--- config.mk ---
export PLATFORM = sky130hd
export DESIGN_NAME = reset_source_sequencer
export DESIGN_NICKNAME = d
export VERILOG_FILES = /design/src/inc/reset_source_pkg.sv /design/src/logic/reset_source_sequencer.sv
export VERILOG_INCLUDE_DIRS = /design/src /design/src/inc
export SDC_FILE = /design/constraint.sdc
export NUM_CORES = 1
export LEC_CHECK = 0
export BUFFER_PORTS_ARGS = -buffer_cell sky130_fd_sc_hd__buf_2
export CORE_MARGIN = 1.5
export CORE_UTILIZATION = 51
export CTS_CLUSTER_DIAMETER = 80
export CTS_CLUSTER_SIZE = 20
export DETAILED_ROUTE_END_ITERATION = 8
export HOLD_SLACK_MARGIN = 0.08
export PLACE_DENSITY = 0.74
export SETUP_SLACK_MARGIN = 0.5
export SYNTH_ARGS = -nofsm -noshare
export SYNTH_HDL_FRONTEND = slang
export SYNTH_SLANG_ARGS = --single-unit
--- constraint.sdc ---
create_clock -name sys_clk_in -period 3.1 [get_ports sys_clk_in]
set_input_delay 0.93 -clock sys_clk_in [delete_from_list [all_inputs] [get_ports sys_clk_in]]
set_output_delay 0.93 -clock sys_clk_in [all_outputs]
set_load 0.01 [all_outputs]
--- src/inc/reset_source_defines.svh ---
/*
  Constants for the reset source sequencer: register map, field positions,
  reset values and timing figures.
  Assumes a 100 MHz system clock and a 32-bit AXI4-Lite register bus.
*/
`ifndef RESET_SOURCE_DEFINES_SVH
`define RESET_SOURCE_DEFINES_SVH

// clock and timing
`define CLK_HZ                 100000000
`define SUPPLY_TIMEOUT_MS      100
`define MISSING_CLOCK_MS       100
`define PIN_RELEASE_CYCLES     12
`define SUPPLY_TIMEOUT_CYCLES  ((`CLK_HZ / 1000) * `SUPPLY_TIMEOUT_MS)
`define MISSING_CLOCK_CYCLES   ((`CLK_HZ / 1000) * `MISSING_CLOCK_MS)

// register indices and byte addresses
`define RST_SOURCE_INDEX       12'h0EF
`define OSCCTL_INDEX           12'h000
`define RST_SOURCE_ADDR        12'h3BC
`define OSCCTL_ADDR            12'h000
`define ADDR_W                 12

// reset source register fields
`define PIN_FLAG_BIT           0
`define POR_FLAG_BIT           1
`define MCD_FLAG_BIT           2
`define WDT_FLAG_BIT           3
`define SW_FLAG_BIT            4
`define CMP_FLAG_BIT           5

// oscillator control register fields
`define MCD_ENABLE_BIT         7
`define OSCCTL_RESET           8'h00

// core state applied during and after reset
`define PC_RESET_VALUE         16'h0000
`define PORT_LATCH_RESET       8'hFF
`define WDT_INTERVAL_MAX       3'h7
`define CLK_SEL_INTERNAL       2'h0

// bus answers
`define RESP_OKAY              2'h0
`define RESP_SLVERR            2'h2

`endif

--- src/inc/reset_source_pkg.sv ---
/*
  Types shared by the reset source sequencer.
  Assumes reset_source_defines.svh supplies the numeric constants.
*/
package reset_source_pkg;

  typedef enum logic [2:0] {
    CAUSE_NONE,
    CAUSE_POR,
    CAUSE_PIN,
    CAUSE_SW,
    CAUSE_CMP,
    CAUSE_MCD,
    CAUSE_WDT
  } reset_cause_t;

  typedef enum logic [2:0] {
    ST_RUN,
    ST_HOLD,
    ST_SUPPLY_WAIT,
    ST_STRETCH,
    ST_CLK_WAIT
  } seq_state_t;

  typedef struct packed {
    logic cmp;
    logic sw;
    logic wdt;
    logic mcd;
    logic por;
    logic pin;
  } reset_flags_t;

  typedef struct packed {
    logic por;
    logic pin;
    logic sw;
    logic cmp;
    logic mcd;
    logic wdt;
  } reset_sources_t;

endpackage

--- src/logic/reset_source_sequencer.sv ---
/*
  Reset source sequencer: merges six reset sources into one internal reset,
  stretches it, drives the bidirectional reset pin for supply resets and
  records the cause in the reset source register over AXI4-Lite.
  Assumes all inputs are synchronous to sys_clk_in and that the core and
  peripherals treat core_reset_out as their synchronous reset.
*/
// The register addresses and the AXI4-Lite interface to the registers are this design's own decisions.
// Operation
// - reset halts core, ports, registers, interrupts
// - program counter restarts at zero
// - data memory kept, only stack pointer reloads
// - port latches all ones, pull-ups on
// - supply or software power-on drives pin low
// - internal clock, watchdog longest, wait stable
// - six sources, any one forces reset
// - power-up: hold, then pin low for timeout
// - monitor enable pin on large packages only
// - power-on sets its flag, others clear it
// - writing power-on bit forces power-on reset
// - supply drop resets, recovery like power-on
// - pin reset held twelve cycles after release
// - pin reset sets pin flag bit zero
// - missing clock timeout resets, pin untouched
// - missing clock flag bit two, else zero
// - missing clock detector needs enable bit
// - comparator reset enable is bit five
// - comparator low output forces reset
// - comparator flag reads one after its reset
// - software reset bit four, pin untouched
// - watchdog overflow resets, flag bit three
`include "reset_source_defines.svh"

module reset_source_sequencer
  import reset_source_pkg::*;
#(
  parameter bit LARGE_PACKAGE         = 1'b1,
  parameter int SUPPLY_TIMEOUT_CYCLES = `SUPPLY_TIMEOUT_CYCLES,
  parameter int MISSING_CLOCK_CYCLES  = `MISSING_CLOCK_CYCLES,
  parameter int PIN_RELEASE_CYCLES    = `PIN_RELEASE_CYCLES
) (
  // clock and reset
  input  wire logic        sys_clk_in,
  input  wire logic        rst_in,
  // axi4-lite write address and data
  input  wire logic [11:0] s_axi_awaddr_in,
  input  wire logic        s_axi_awvalid_in,
  output logic             s_axi_awready_out,
  input  wire logic [31:0] s_axi_wdata_in,
  input  wire logic [3:0]  s_axi_wstrb_in,
  input  wire logic        s_axi_wvalid_in,
  output logic             s_axi_wready_out,
  // axi4-lite write response
  output logic [1:0]       s_axi_bresp_out,
  output logic             s_axi_bvalid_out,
  input  wire logic        s_axi_bready_in,
  // axi4-lite read
  input  wire logic [11:0] s_axi_araddr_in,
  input  wire logic        s_axi_arvalid_in,
  output logic             s_axi_arready_out,
  output logic [31:0]      s_axi_rdata_out,
  output logic [1:0]       s_axi_rresp_out,
  output logic             s_axi_rvalid_out,
  input  wire logic        s_axi_rready_in,
  // reset pin, active low, open drain
  input  wire logic        rst_pin_n_in,
  output logic             rst_pin_out,
  output logic             rst_pin_oe_out,
  // reset sources
  input  wire logic        supply_ok_in,
  input  wire logic        supply_monitor_enable_pin_in,
  input  wire logic        comparator_out_in,
  input  wire logic        watchdog_overflow_in,
  input  wire logic        core_clock_alive_in,
  input  wire logic        clock_stable_in,
  // reset state toward the core
  output logic             core_reset_out,
  output logic [15:0]      program_counter_out,
  output logic [7:0]       port_latch_out,
  output logic             weak_pullup_enable_out,
  output logic [1:0]       clock_select_out,
  output logic             watchdog_enable_out,
  output logic [2:0]       watchdog_interval_out
);

  localparam logic [31:0] SUPPLY_LAST = 32'(SUPPLY_TIMEOUT_CYCLES - 1);
  localparam logic [31:0] MCD_LAST    = 32'(MISSING_CLOCK_CYCLES - 1);
  localparam logic [31:0] PIN_LAST    = 32'(PIN_RELEASE_CYCLES - 1);

  seq_state_t     state_reg;
  reset_cause_t   cause_reg;
  reset_flags_t   flags_reg;
  reset_sources_t src;
  logic [31:0]    count_reg;
  logic [31:0]    mcd_count_reg;
  logic           mcd_timeout_reg;
  logic [7:0]     oscctl_reg;
  logic           cmp_enable_reg;
  logic           sw_por_req_reg;
  logic           sw_rst_req_reg;
  logic           monitor_on;
  logic           any_src;
  logic           level_src;
  logic           in_reset_next;

  // axi holding registers
  logic [11:0]    awaddr_reg;
  logic [31:0]    wdata_reg;
  logic [3:0]     wstrb_reg;
  logic           aw_held_reg;
  logic           w_held_reg;
  logic           wr_fire;
  logic           wr_rst_source;
  logic           wr_oscctl;

  function automatic reset_cause_t pick_cause(input reset_sources_t s);
    if (s.por) begin
      pick_cause = CAUSE_POR;
    end else if (s.pin) begin
      pick_cause = CAUSE_PIN;
    end else if (s.mcd) begin
      pick_cause = CAUSE_MCD;
    end else if (s.wdt) begin
      pick_cause = CAUSE_WDT;
    end else if (s.cmp) begin
      pick_cause = CAUSE_CMP;
    end else if (s.sw) begin
      pick_cause = CAUSE_SW;
    end else begin
      pick_cause = CAUSE_NONE;
    end
  endfunction

  assign monitor_on = LARGE_PACKAGE ? supply_monitor_enable_pin_in : 1'b1;

  always_comb begin
    src.por = (monitor_on && !supply_ok_in) || sw_por_req_reg;
    // our own drive reads back low, so the pin counts only when released
    src.pin = !rst_pin_n_in && !rst_pin_oe_out;
    src.sw  = sw_rst_req_reg;
    src.cmp = cmp_enable_reg && !comparator_out_in;
    src.mcd = mcd_timeout_reg;
    src.wdt = watchdog_overflow_in;
  end

  assign any_src   = |src;
  assign level_src = (monitor_on && !supply_ok_in) || src.pin || src.cmp;

  always_ff @(posedge sys_clk_in) begin
    if (rst_in) begin
      state_reg <= ST_SUPPLY_WAIT;
      cause_reg <= CAUSE_POR;
      count_reg <= 32'h00000000;
    end else begin
      case (state_reg)
        ST_RUN: begin
          if (any_src) begin
            state_reg <= ST_HOLD;
            cause_reg <= pick_cause(src);
          end
        end
        ST_HOLD: begin
          // a supply fault during another reset turns it into power-on
          if (src.por) begin
            cause_reg <= CAUSE_POR;
          end
          count_reg <= 32'h00000000;
          if (!level_src) begin
            if (src.por || cause_reg == CAUSE_POR) begin
              state_reg <= ST_SUPPLY_WAIT;
            end else begin
              state_reg <= ST_STRETCH;
            end
          end
        end
        ST_SUPPLY_WAIT: begin
          if (level_src) begin
            state_reg <= ST_HOLD;
            if (src.por) begin
              cause_reg <= CAUSE_POR;
            end
          end else if (count_reg == SUPPLY_LAST) begin
            state_reg <= ST_CLK_WAIT;
          end else begin
            count_reg <= count_reg + 32'h00000001;
          end
        end
        ST_STRETCH: begin
          if (level_src) begin
            state_reg <= ST_HOLD;
            if (src.por) begin
              cause_reg <= CAUSE_POR;
            end
          end else if (count_reg == PIN_LAST) begin
            state_reg <= ST_CLK_WAIT;
          end else begin
            count_reg <= count_reg + 32'h00000001;
          end
        end
        ST_CLK_WAIT: begin
          if (level_src) begin
            state_reg <= ST_HOLD;
          end else if (clock_stable_in) begin
            state_reg <= ST_RUN;
          end
        end
        default: begin
          state_reg <= ST_HOLD;
        end
      endcase
    end
  end

  assign in_reset_next = (state_reg != ST_RUN) || any_src ||
                         (state_reg == ST_CLK_WAIT && !clock_stable_in);

  always_ff @(posedge sys_clk_in) begin
    if (rst_in) begin
      core_reset_out <= 1'b1;
    end else begin
      core_reset_out <= in_reset_next;
    end
  end

  always_ff @(posedge sys_clk_in) begin
    if (rst_in) begin
      rst_pin_oe_out <= 1'b1;
      rst_pin_out    <= 1'b0;
    end else begin
      rst_pin_out    <= 1'b0;
      rst_pin_oe_out <= src.por ||
                        (cause_reg == CAUSE_POR && state_reg != ST_RUN &&
                         state_reg != ST_CLK_WAIT);
    end
  end

  always_ff @(posedge sys_clk_in) begin
    if (rst_in) begin
      program_counter_out    <= `PC_RESET_VALUE;
      port_latch_out         <= `PORT_LATCH_RESET;
      weak_pullup_enable_out <= 1'b1;
      clock_select_out       <= `CLK_SEL_INTERNAL;
      watchdog_enable_out    <= 1'b0;
      watchdog_interval_out  <= `WDT_INTERVAL_MAX;
    end else if (in_reset_next) begin
      program_counter_out    <= `PC_RESET_VALUE;
      port_latch_out         <= `PORT_LATCH_RESET;
      weak_pullup_enable_out <= 1'b1;
      clock_select_out       <= `CLK_SEL_INTERNAL;
      watchdog_enable_out    <= 1'b0;
      watchdog_interval_out  <= `WDT_INTERVAL_MAX;
    end else begin
      // watchdog runs from the first cycle out of reset
      watchdog_enable_out    <= 1'b1;
    end
  end

  always_ff @(posedge sys_clk_in) begin
    if (rst_in) begin
      flags_reg <= '0;
    end else if (state_reg == ST_CLK_WAIT && clock_stable_in) begin
      // latch on every exit, a pending source re-enters and latches again
      flags_reg     <= '0;
      flags_reg.por <= (cause_reg == CAUSE_POR);
      flags_reg.pin <= (cause_reg == CAUSE_PIN);
      flags_reg.mcd <= (cause_reg == CAUSE_MCD);
      flags_reg.wdt <= (cause_reg == CAUSE_WDT);
      flags_reg.cmp <= (cause_reg == CAUSE_CMP);
      flags_reg.sw  <= (cause_reg == CAUSE_SW);
    end
  end

  always_ff @(posedge sys_clk_in) begin
    if (rst_in || core_reset_out || !oscctl_reg[`MCD_ENABLE_BIT] ||
        core_clock_alive_in) begin
      mcd_count_reg   <= 32'h00000000;
      mcd_timeout_reg <= 1'b0;
    end else if (mcd_count_reg == MCD_LAST) begin
      mcd_timeout_reg <= 1'b1;
    end else begin
      mcd_count_reg   <= mcd_count_reg + 32'h00000001;
    end
  end

  // write channel capture, address and data in either order
  assign wr_fire   = aw_held_reg && w_held_reg && !s_axi_bvalid_out;
  assign wr_rst_source = wr_fire && awaddr_reg == `RST_SOURCE_ADDR && wstrb_reg[0];
  assign wr_oscctl = wr_fire && awaddr_reg == `OSCCTL_ADDR && wstrb_reg[0];

  always_ff @(posedge sys_clk_in) begin
    if (rst_in) begin
      aw_held_reg       <= 1'b0;
      w_held_reg        <= 1'b0;
      awaddr_reg        <= 12'h000;
      wdata_reg         <= 32'h00000000;
      wstrb_reg         <= 4'h0;
      s_axi_awready_out <= 1'b1;
      s_axi_wready_out  <= 1'b1;
      s_axi_bvalid_out  <= 1'b0;
      s_axi_bresp_out   <= `RESP_OKAY;
    end else begin
      if (s_axi_awvalid_in && s_axi_awready_out) begin
        awaddr_reg        <= s_axi_awaddr_in;
        aw_held_reg       <= 1'b1;
        s_axi_awready_out <= 1'b0;
      end
      if (s_axi_wvalid_in && s_axi_wready_out) begin
        wdata_reg        <= s_axi_wdata_in;
        wstrb_reg        <= s_axi_wstrb_in;
        w_held_reg       <= 1'b1;
        s_axi_wready_out <= 1'b0;
      end
      if (wr_fire) begin
        aw_held_reg      <= 1'b0;
        w_held_reg       <= 1'b0;
        s_axi_bvalid_out <= 1'b1;
        if (awaddr_reg == `RST_SOURCE_ADDR || awaddr_reg == `OSCCTL_ADDR) begin
          s_axi_bresp_out <= `RESP_OKAY;
        end else begin
          s_axi_bresp_out <= `RESP_SLVERR;
        end
      end
      if (s_axi_bvalid_out && s_axi_bready_in) begin
        s_axi_bvalid_out  <= 1'b0;
        s_axi_awready_out <= 1'b1;
        s_axi_wready_out  <= 1'b1;
      end
    end
  end

  // register writes, write meanings differ from read
  always_ff @(posedge sys_clk_in) begin
    if (rst_in) begin
      oscctl_reg     <= `OSCCTL_RESET;
      cmp_enable_reg <= 1'b0;
      sw_por_req_reg <= 1'b0;
      sw_rst_req_reg <= 1'b0;
    end else begin
      sw_por_req_reg <= wr_rst_source && wdata_reg[`POR_FLAG_BIT];
      sw_rst_req_reg <= wr_rst_source && wdata_reg[`SW_FLAG_BIT];
      if (core_reset_out) begin
        // control bits take reset values while the core is held
        oscctl_reg     <= `OSCCTL_RESET;
        cmp_enable_reg <= 1'b0;
      end else begin
        if (wr_rst_source) begin
          cmp_enable_reg <= wdata_reg[`CMP_FLAG_BIT];
        end
        if (wr_oscctl) begin
          oscctl_reg <= wdata_reg[7:0];
        end
      end
    end
  end

  // read channel
  always_ff @(posedge sys_clk_in) begin
    if (rst_in) begin
      s_axi_arready_out <= 1'b1;
      s_axi_rvalid_out  <= 1'b0;
      s_axi_rdata_out   <= 32'h00000000;
      s_axi_rresp_out   <= `RESP_OKAY;
    end else begin
      if (s_axi_arvalid_in && s_axi_arready_out) begin
        s_axi_arready_out <= 1'b0;
        s_axi_rvalid_out  <= 1'b1;
        s_axi_rresp_out   <= `RESP_OKAY;
        if (s_axi_araddr_in == `RST_SOURCE_ADDR) begin
          s_axi_rdata_out <= {26'h0000000, flags_reg};
        end else if (s_axi_araddr_in == `OSCCTL_ADDR) begin
          s_axi_rdata_out <= {24'h000000, oscctl_reg};
        end else begin
          s_axi_rdata_out <= 32'h00000000;
          s_axi_rresp_out <= `RESP_SLVERR;
        end
      end
      if (s_axi_rvalid_out && s_axi_rready_in) begin
        s_axi_rvalid_out  <= 1'b0;
        s_axi_arready_out <= 1'b1;
      end
    end
  end

endmodule

==> flow_summary.json, run 1 <==
{
  "status": "complete, no violations",
  "ys_types": 53,
  "rows": 40,
  "cts.reportedPaths.clkPinSlew_ps": 60,
  "cp.buffers_inverters": 0,
  "netlist_area_sq_um": 6390,
  "cts_root_buffer": "clkbuf_16",
  "hold_viol": 0,
  "drc": 0,
  "setup_violations": 0,
  "synth-simple-area-share_pct": 30.1,
  "netlist_top_cells_count": "dfxtp_1, nand2_1, nor2_1, a21oi_1, buf_4",
  "fin_ws_ps": 683,
  "drt-wirelength-per-cell_microns": 14.2,
  "grt_overflow": 0,
  "cts_tree": "built",
  "pwr-share-seq_pct": 41.5,
  "finalCritPeriodShare_pct": 78.0,
  "cts_buffer_depth": 2,
  "synth_edf_count": 0,
  "synthXorXnorAreaFrac_pct": 3.29,
  "power.switching_uw": 925,
  "dp_hpwl_microns": 10100,
  "die_w_microns": 115,
  "antenna_found_initial": 0,
  "ant_nets": 0,
  "whs_ps": 451,
  "post_cts.repair.setup_buffers": 0,
  "max_slew.worst_pin.slew_ps": 633,
  "initial_core_util_pct": 52.8,
  "swShare_pct": 22.1,
  "die_y_microns": 115,
  "intPower_uw": 3260,
  "synth_top_family_by_area": "simple AND/OR/NAND/NOR gates",
  "slew_headroom_pct": 57.4,
  "viasPerCell": 5.57,
  "antenna_cells": 0,
  "vias": 5669,
  "path_max_fanout": 7,
  "die_area_sq_um": 13200,
  "rsz0062_at_grt": "no",
  "fin_nets": 913,
  "synthMuxAreaShare_pct": 2.54,
  "cp_top_family": "simple AND/OR/NAND/NOR gates",
  "synth_top_flop_cell": "dfxtp_1",
  "drive_gt1_share_pct": 15.0,
  "dr.pass1.iters": 4,
  "synth.most_common_cell": "dfxtp_1",
  "p_leak_uw": 0.00273,
  "ir_worst_vdd_mv": 0.355,
  "htreeDepth": 4,
  "io_buffers": 64,
  "ioPinCount": 149,
  "fin_skew_ps": 7.09,
  "track_usage_pct": 22.2,
  "synth_compound_gate_area_share_pct": 13.4,
  "combPwrFrac_pct": 6.6,
  "cp-start-kind": "flop",
  "seq_area_frac_synth_pct": 40.4,
  "synth_top_area_share_pct": 40.4,
  "syn_inst": 775,
  "grt_start_max_net_pins": 61,
  "synthAdderAreaFrac_pct": 0.391,
  "numCtsBuffers": 17,
  "cts_resized": 0,
  "areaGrowthSynthToFinish_pct": 14.4,
  "totalPowerFinal_uw": 4180,
  "min_period_ps": 2420,
  "clock.fmax_ghz": 0.414,
  "pre_cts_slack_ps": 319,
  "grt_pass1_wl_microns": 23900,
  "synthArstFlopShare_pct": 0,
  "slew_violations": 0,
  "slowest_stage": "nor4_2",
  "cp_slowest_stage_delay_ps": 630,
  "hold_buffers": 0,
  "place_congestion": 0.877,
  "core_sq_um": 12100,
  "cp.required_ps": 3440,
  "fin_util_pct": 60.4,
  "grt_pass1_vias": 5289,
  "endpoint_kind": "flop",
  "critPathKind": "flop to flop",
  "synth_seq_cells": 129,
  "path_cells": "nand4_2, nor4_2, o21ai_0, or4_1, a21oi_1",
  "worst_ep_arrival_time_ps": 2750,
  "min_path_type": "flop to flop",
  "clkLatencyLatePin_ps": 410,
  "cts_num_sinks": 129,
  "avgSynthCellArea_sq_um": 8.25,
  "ys_top_cells_by_area": "dfxtp_1, buf_4, nand2_1, a21oi_1, nor2_1",
  "yosysWarnings": 0,
  "powerDensity_nw_per_um2": 572,
  "synth_area_leader_cell": "dfxtp_1",
  "tns_ps": 0,
  "finalWirelength_microns": 14400,
  "cap_violations": 0,
  "p_clk_share_pct": 51.9,
  "drt_iter0_drc": 391
}
[worst min-delay path, cell delays in order (launching register included)]
cell	delay [ps]
dfxtp_1	300
nand2_1	50
a21oi_1	50
[per-stage QoR]
step           area (sq um)  instances
2_1_floorplan          6600        830
3_3_place_gp           6670        986
3_5_place_dp           6670        986
4_1_cts                7320       1017
5_1_grt                7320       1017
6_report               7320       1017
[worst paths after layout]
kind | startpoint | to | slack [ps] | cells after the start
worst min-delay path | s_axi_rdata_out[6]$_SDFFE_PP0P_ | s_axi_rdata_out[6]$_SDFFE_PP0P_ | 450 | 2
worst max-delay path | count_reg[2]$_SDFFE_PP0P_ | count_reg[15]$_SDFFE_PP0P_ | 680 | 5
worst min register to register | s_axi_rdata_out[6]$_SDFFE_PP0P_ | s_axi_rdata_out[6]$_SDFFE_PP0P_ | 450 | 2
worst max register to register | count_reg[2]$_SDFFE_PP0P_ | count_reg[15]$_SDFFE_PP0P_ | 680 | 5
[per-layer routing]
layer  wire length (microns)  up-vias  global-route usage, %
met5                       0        -                      0
met3                     628       26                   4.64
li1                        -     2810                      -
met1                    6320     2683                   27.4
met2                    7230      150                   38.3
met4                     233        0                   8.15
[layout make-up]
cell class	count	area, sq um
clock buffers	21	460
inverters	12	45.0
clock inverters	10	183
fillers	1085	4800
flip-flops and latches	129	2580
repair buffers	79	433
multi-input cells	598	3400
well taps	168	210
[power by group through the flow]
| stage | clock network [uW] | logic, uW | registers, uW |
|---|---|---|---|
| after floorplan | 0 | 240 | 1760 |
| after global placement | 0 | 264 | 1770 |
| after detailed placement | 0 | 272 | 1770 |
| after CTS | 2200 | 273 | 1740 |
| after global routing | 2270 | 310 | 1740 |
| final | 2170 | 275 | 1740 |
[cell usage in the layout, fill, tap and decap left out, types with 4 or more instances in the layout]
master / instances
or3_1: 17
buf_4: 15
nor4_1: 23
or4_1: 26
buf_2: 64
and3_1: 10
xnor2_1: 20
nor3b_1: 5
inv_1: 12
nor2_1: 70
xor2_1: 4
nand4_1: 23
and2_1: 9
nand2b_1: 5
o211ai_1: 9
bufinv_16: 5
a221oi_1: 6
o31a_1: 4
o21ai_0: 23
dfxtp_1: 129
nand2_1: 90
clkbuf_16: 17
conb_1: 57
nor3_1: 24
nand3_1: 28
nor4b_1: 5
o31ai_1: 14
mux2i_1: 14
nor2b_1: 5
a21oi_1: 65
[kinds of logic after synthesis]
family,after synthesis
flops,129
simple gates,361
buf+inv,103
compound gates,138
fa+ha+maj,2
xor+xnor,24
mux,16
other cells,2
(Power assumes the default switching activity.)
==> run 2: changes to the inputs <==
clock period = 2.5 ns   (was 3.1 ns; I/O delays follow)
==> flow_summary.json, run 2 (synthesis results as in run 1) <==
{
  "slew_headroom_pct": 66.3,
  "die_w_microns": 115,
  "ant_nets": 0,
  "intPower_uw": 4090,
  "max_slew.worst_pin.slew_ps": 502,
  "antenna_found_initial": 0,
  "hold_buffers": 0,
  "tns_ps": 0,
  "antenna_cells": 0,
  "swShare_pct": 22.9,
  "dp_hpwl_microns": 9970,
  "ioPinCount": 149,
  "numCtsBuffers": 17,
  "cap_violations": 0,
  "critPathKind": "flop to flop",
  "power.switching_uw": 1210,
  "endpoint_kind": "flop",
  "dr.pass1.iters": 5,
  "clock.fmax_ghz": 0.485,
  "grt_start_max_net_pins": 61,
  "drive_gt1_share_pct": 25.3,
  "layout_common_cells": "dfxtp_1, nand2_1, nor2_1",
  "track_usage_pct": 22.4,
  "clkLatencyLatePin_ps": 420,
  "vias": 5937,
  "finalCritPeriodShare_pct": 82.5,
  "top_layer_used": "met4",
  "die_area_sq_um": 13200,
  "rsz0062_at_grt": "yes",
  "dr_wl_met2_microns": 8010,
  "combPwrFrac_pct": 7.7,
  "drc": 0,
  "path_max_fanout": 8,
  "hold_viol": 0,
  "min_path_type": "flop to flop",
  "io_buffers": 64,
  "mostFrequentLayoutCell": "dfxtp_1",
  "areaGrowthSynthToFinish_pct": 24.8,
  "htreeDepth": 4,
  "place_congestion": 0.876,
  "cts_tree": "built",
  "grt_pass1_vias": 5225,
  "setup_violations": 0,
  "fin_nets": 933,
  "slew_violations": 0,
  "cts_num_sinks": 129,
  "viasPerCell": 5.72,
  "powerDensity_nw_per_um2": 664,
  "cts.reportedPaths.clkPinSlew_ps": 60,
  "grt_overflow": 0,
  "cp.required_ps": 2800,
  "rows": 40,
  "min_period_ps": 2060,
  "drt_iter0_drc": 324,
  "initial_core_util_pct": 52.8,
  "status": "complete, no violations",
  "totalPowerFinal_uw": 5300,
  "met3_length_microns": 780,
  "cts_root_buffer": "clkbuf_16",
  "die_y_microns": 115,
  "grt_pass1_wl_microns": 23800,
  "r2r_slack_ps": 440,
  "p_leak_uw": 0.00299,
  "fin_util_pct": 65.9,
  "fin_skew_ps": 7.83,
  "core_sq_um": 12100,
  "finalWirelength_microns": 15700,
  "cts_buffer_depth": 2,
  "drt-wirelength-per-cell_microns": 15.2,
  "worst_ep_arrival_time_ps": 2370,
  "wl_met1_microns": 6720,
  "p_clk_share_pct": 51.7,
  "pwr-share-seq_pct": 40.6,
  "ir_worst_vdd_mv": 0.587,
  "cp-start-kind": "flop"
}
## run 2: cell types whose count changed in the layout (fill, tap and decap cells not counted), sizes merged
| cell | delta |
|---|---|
| clkinvlp | -1 |
| buf | +17 |
| clkinv | +3 |
| clkbuf | +1 |
| inv | +1 |
## run 2: power by group through the flow
stage / combinational, uW / clock [uW] / sequential [uW]
after CTS: 367 / 2770 / 2160
after global placement: 353 / 0 / 2200
after detailed placement: 362 / 0 / 2200
final: 407 / 2740 / 2150
after floorplan: 311 / 0 / 2190
after global routing: 451 / 2880 / 2160
## run 2: repair_timing
item | 4_1_cts | 5_1_grt
endpoints found under the hold margin | 0 | 0
buffers inserted | 2 | 12
endpoints found under the setup margin | 37 | 54
gates resized for setup | 16 | 67
gates cloned | 1 | 3
pin swaps | 2 | 24
## run 2: worst paths after layout
path | from | end | cells past startpoint
worst max-delay path | count_reg[0]$_SDFFE_PP0P_ | count_reg[15]$_SDFFE_PP0P_ | 8
worst min-delay path | awaddr_reg[11]$_SDFFE_PP0P_ | awaddr_reg[11]$_SDFFE_PP0P_ | 2
worst max register to register | count_reg[0]$_SDFFE_PP0P_ | count_reg[15]$_SDFFE_PP0P_ | 8
worst min register to register | awaddr_reg[11]$_SDFFE_PP0P_ | awaddr_reg[11]$_SDFFE_PP0P_ | 2
## run 2: metal layers
layer  global-route usage (%)  vias to the layer above
met5                        0                        -
met4                     7.08                        0
met3                     5.80                       28
met2                     38.7                      199
met1                     27.3                     2851
li1                         -                     2859
## run 2: metrics by stage
stage               setup WS, ps  std cells  cell area, sq um  hold WS, ps
floorplan                    322        830              6700          431
global placement             134        988              6790          438
detailed placement          64.8        988              6790          443
CTS                          445       1023              7550          451
global route                 429       1038              7980          474
finish                       437       1038              7980          452
## run 2: critical path, cell delays in order (launching register included)
cell,delay (ps)
dfxtp_4,370
ha_4,160
nand4_1,120
or4_4,480
a211oi_4,280
buf_6,160
clkbuf_16,150
or4_1,150
a21oi_1,70
## run 2: final cells by class
type / count / area, sq um
fillers: 997 / 4130
multi-input cells: 598 / 3730
flip-flops and latches: 129 / 2630
repair buffers: 99 / 708
clock buffers: 19 / 453
well taps: 168 / 210
clock inverters: 13 / 206
inverters: 12 / 45.0
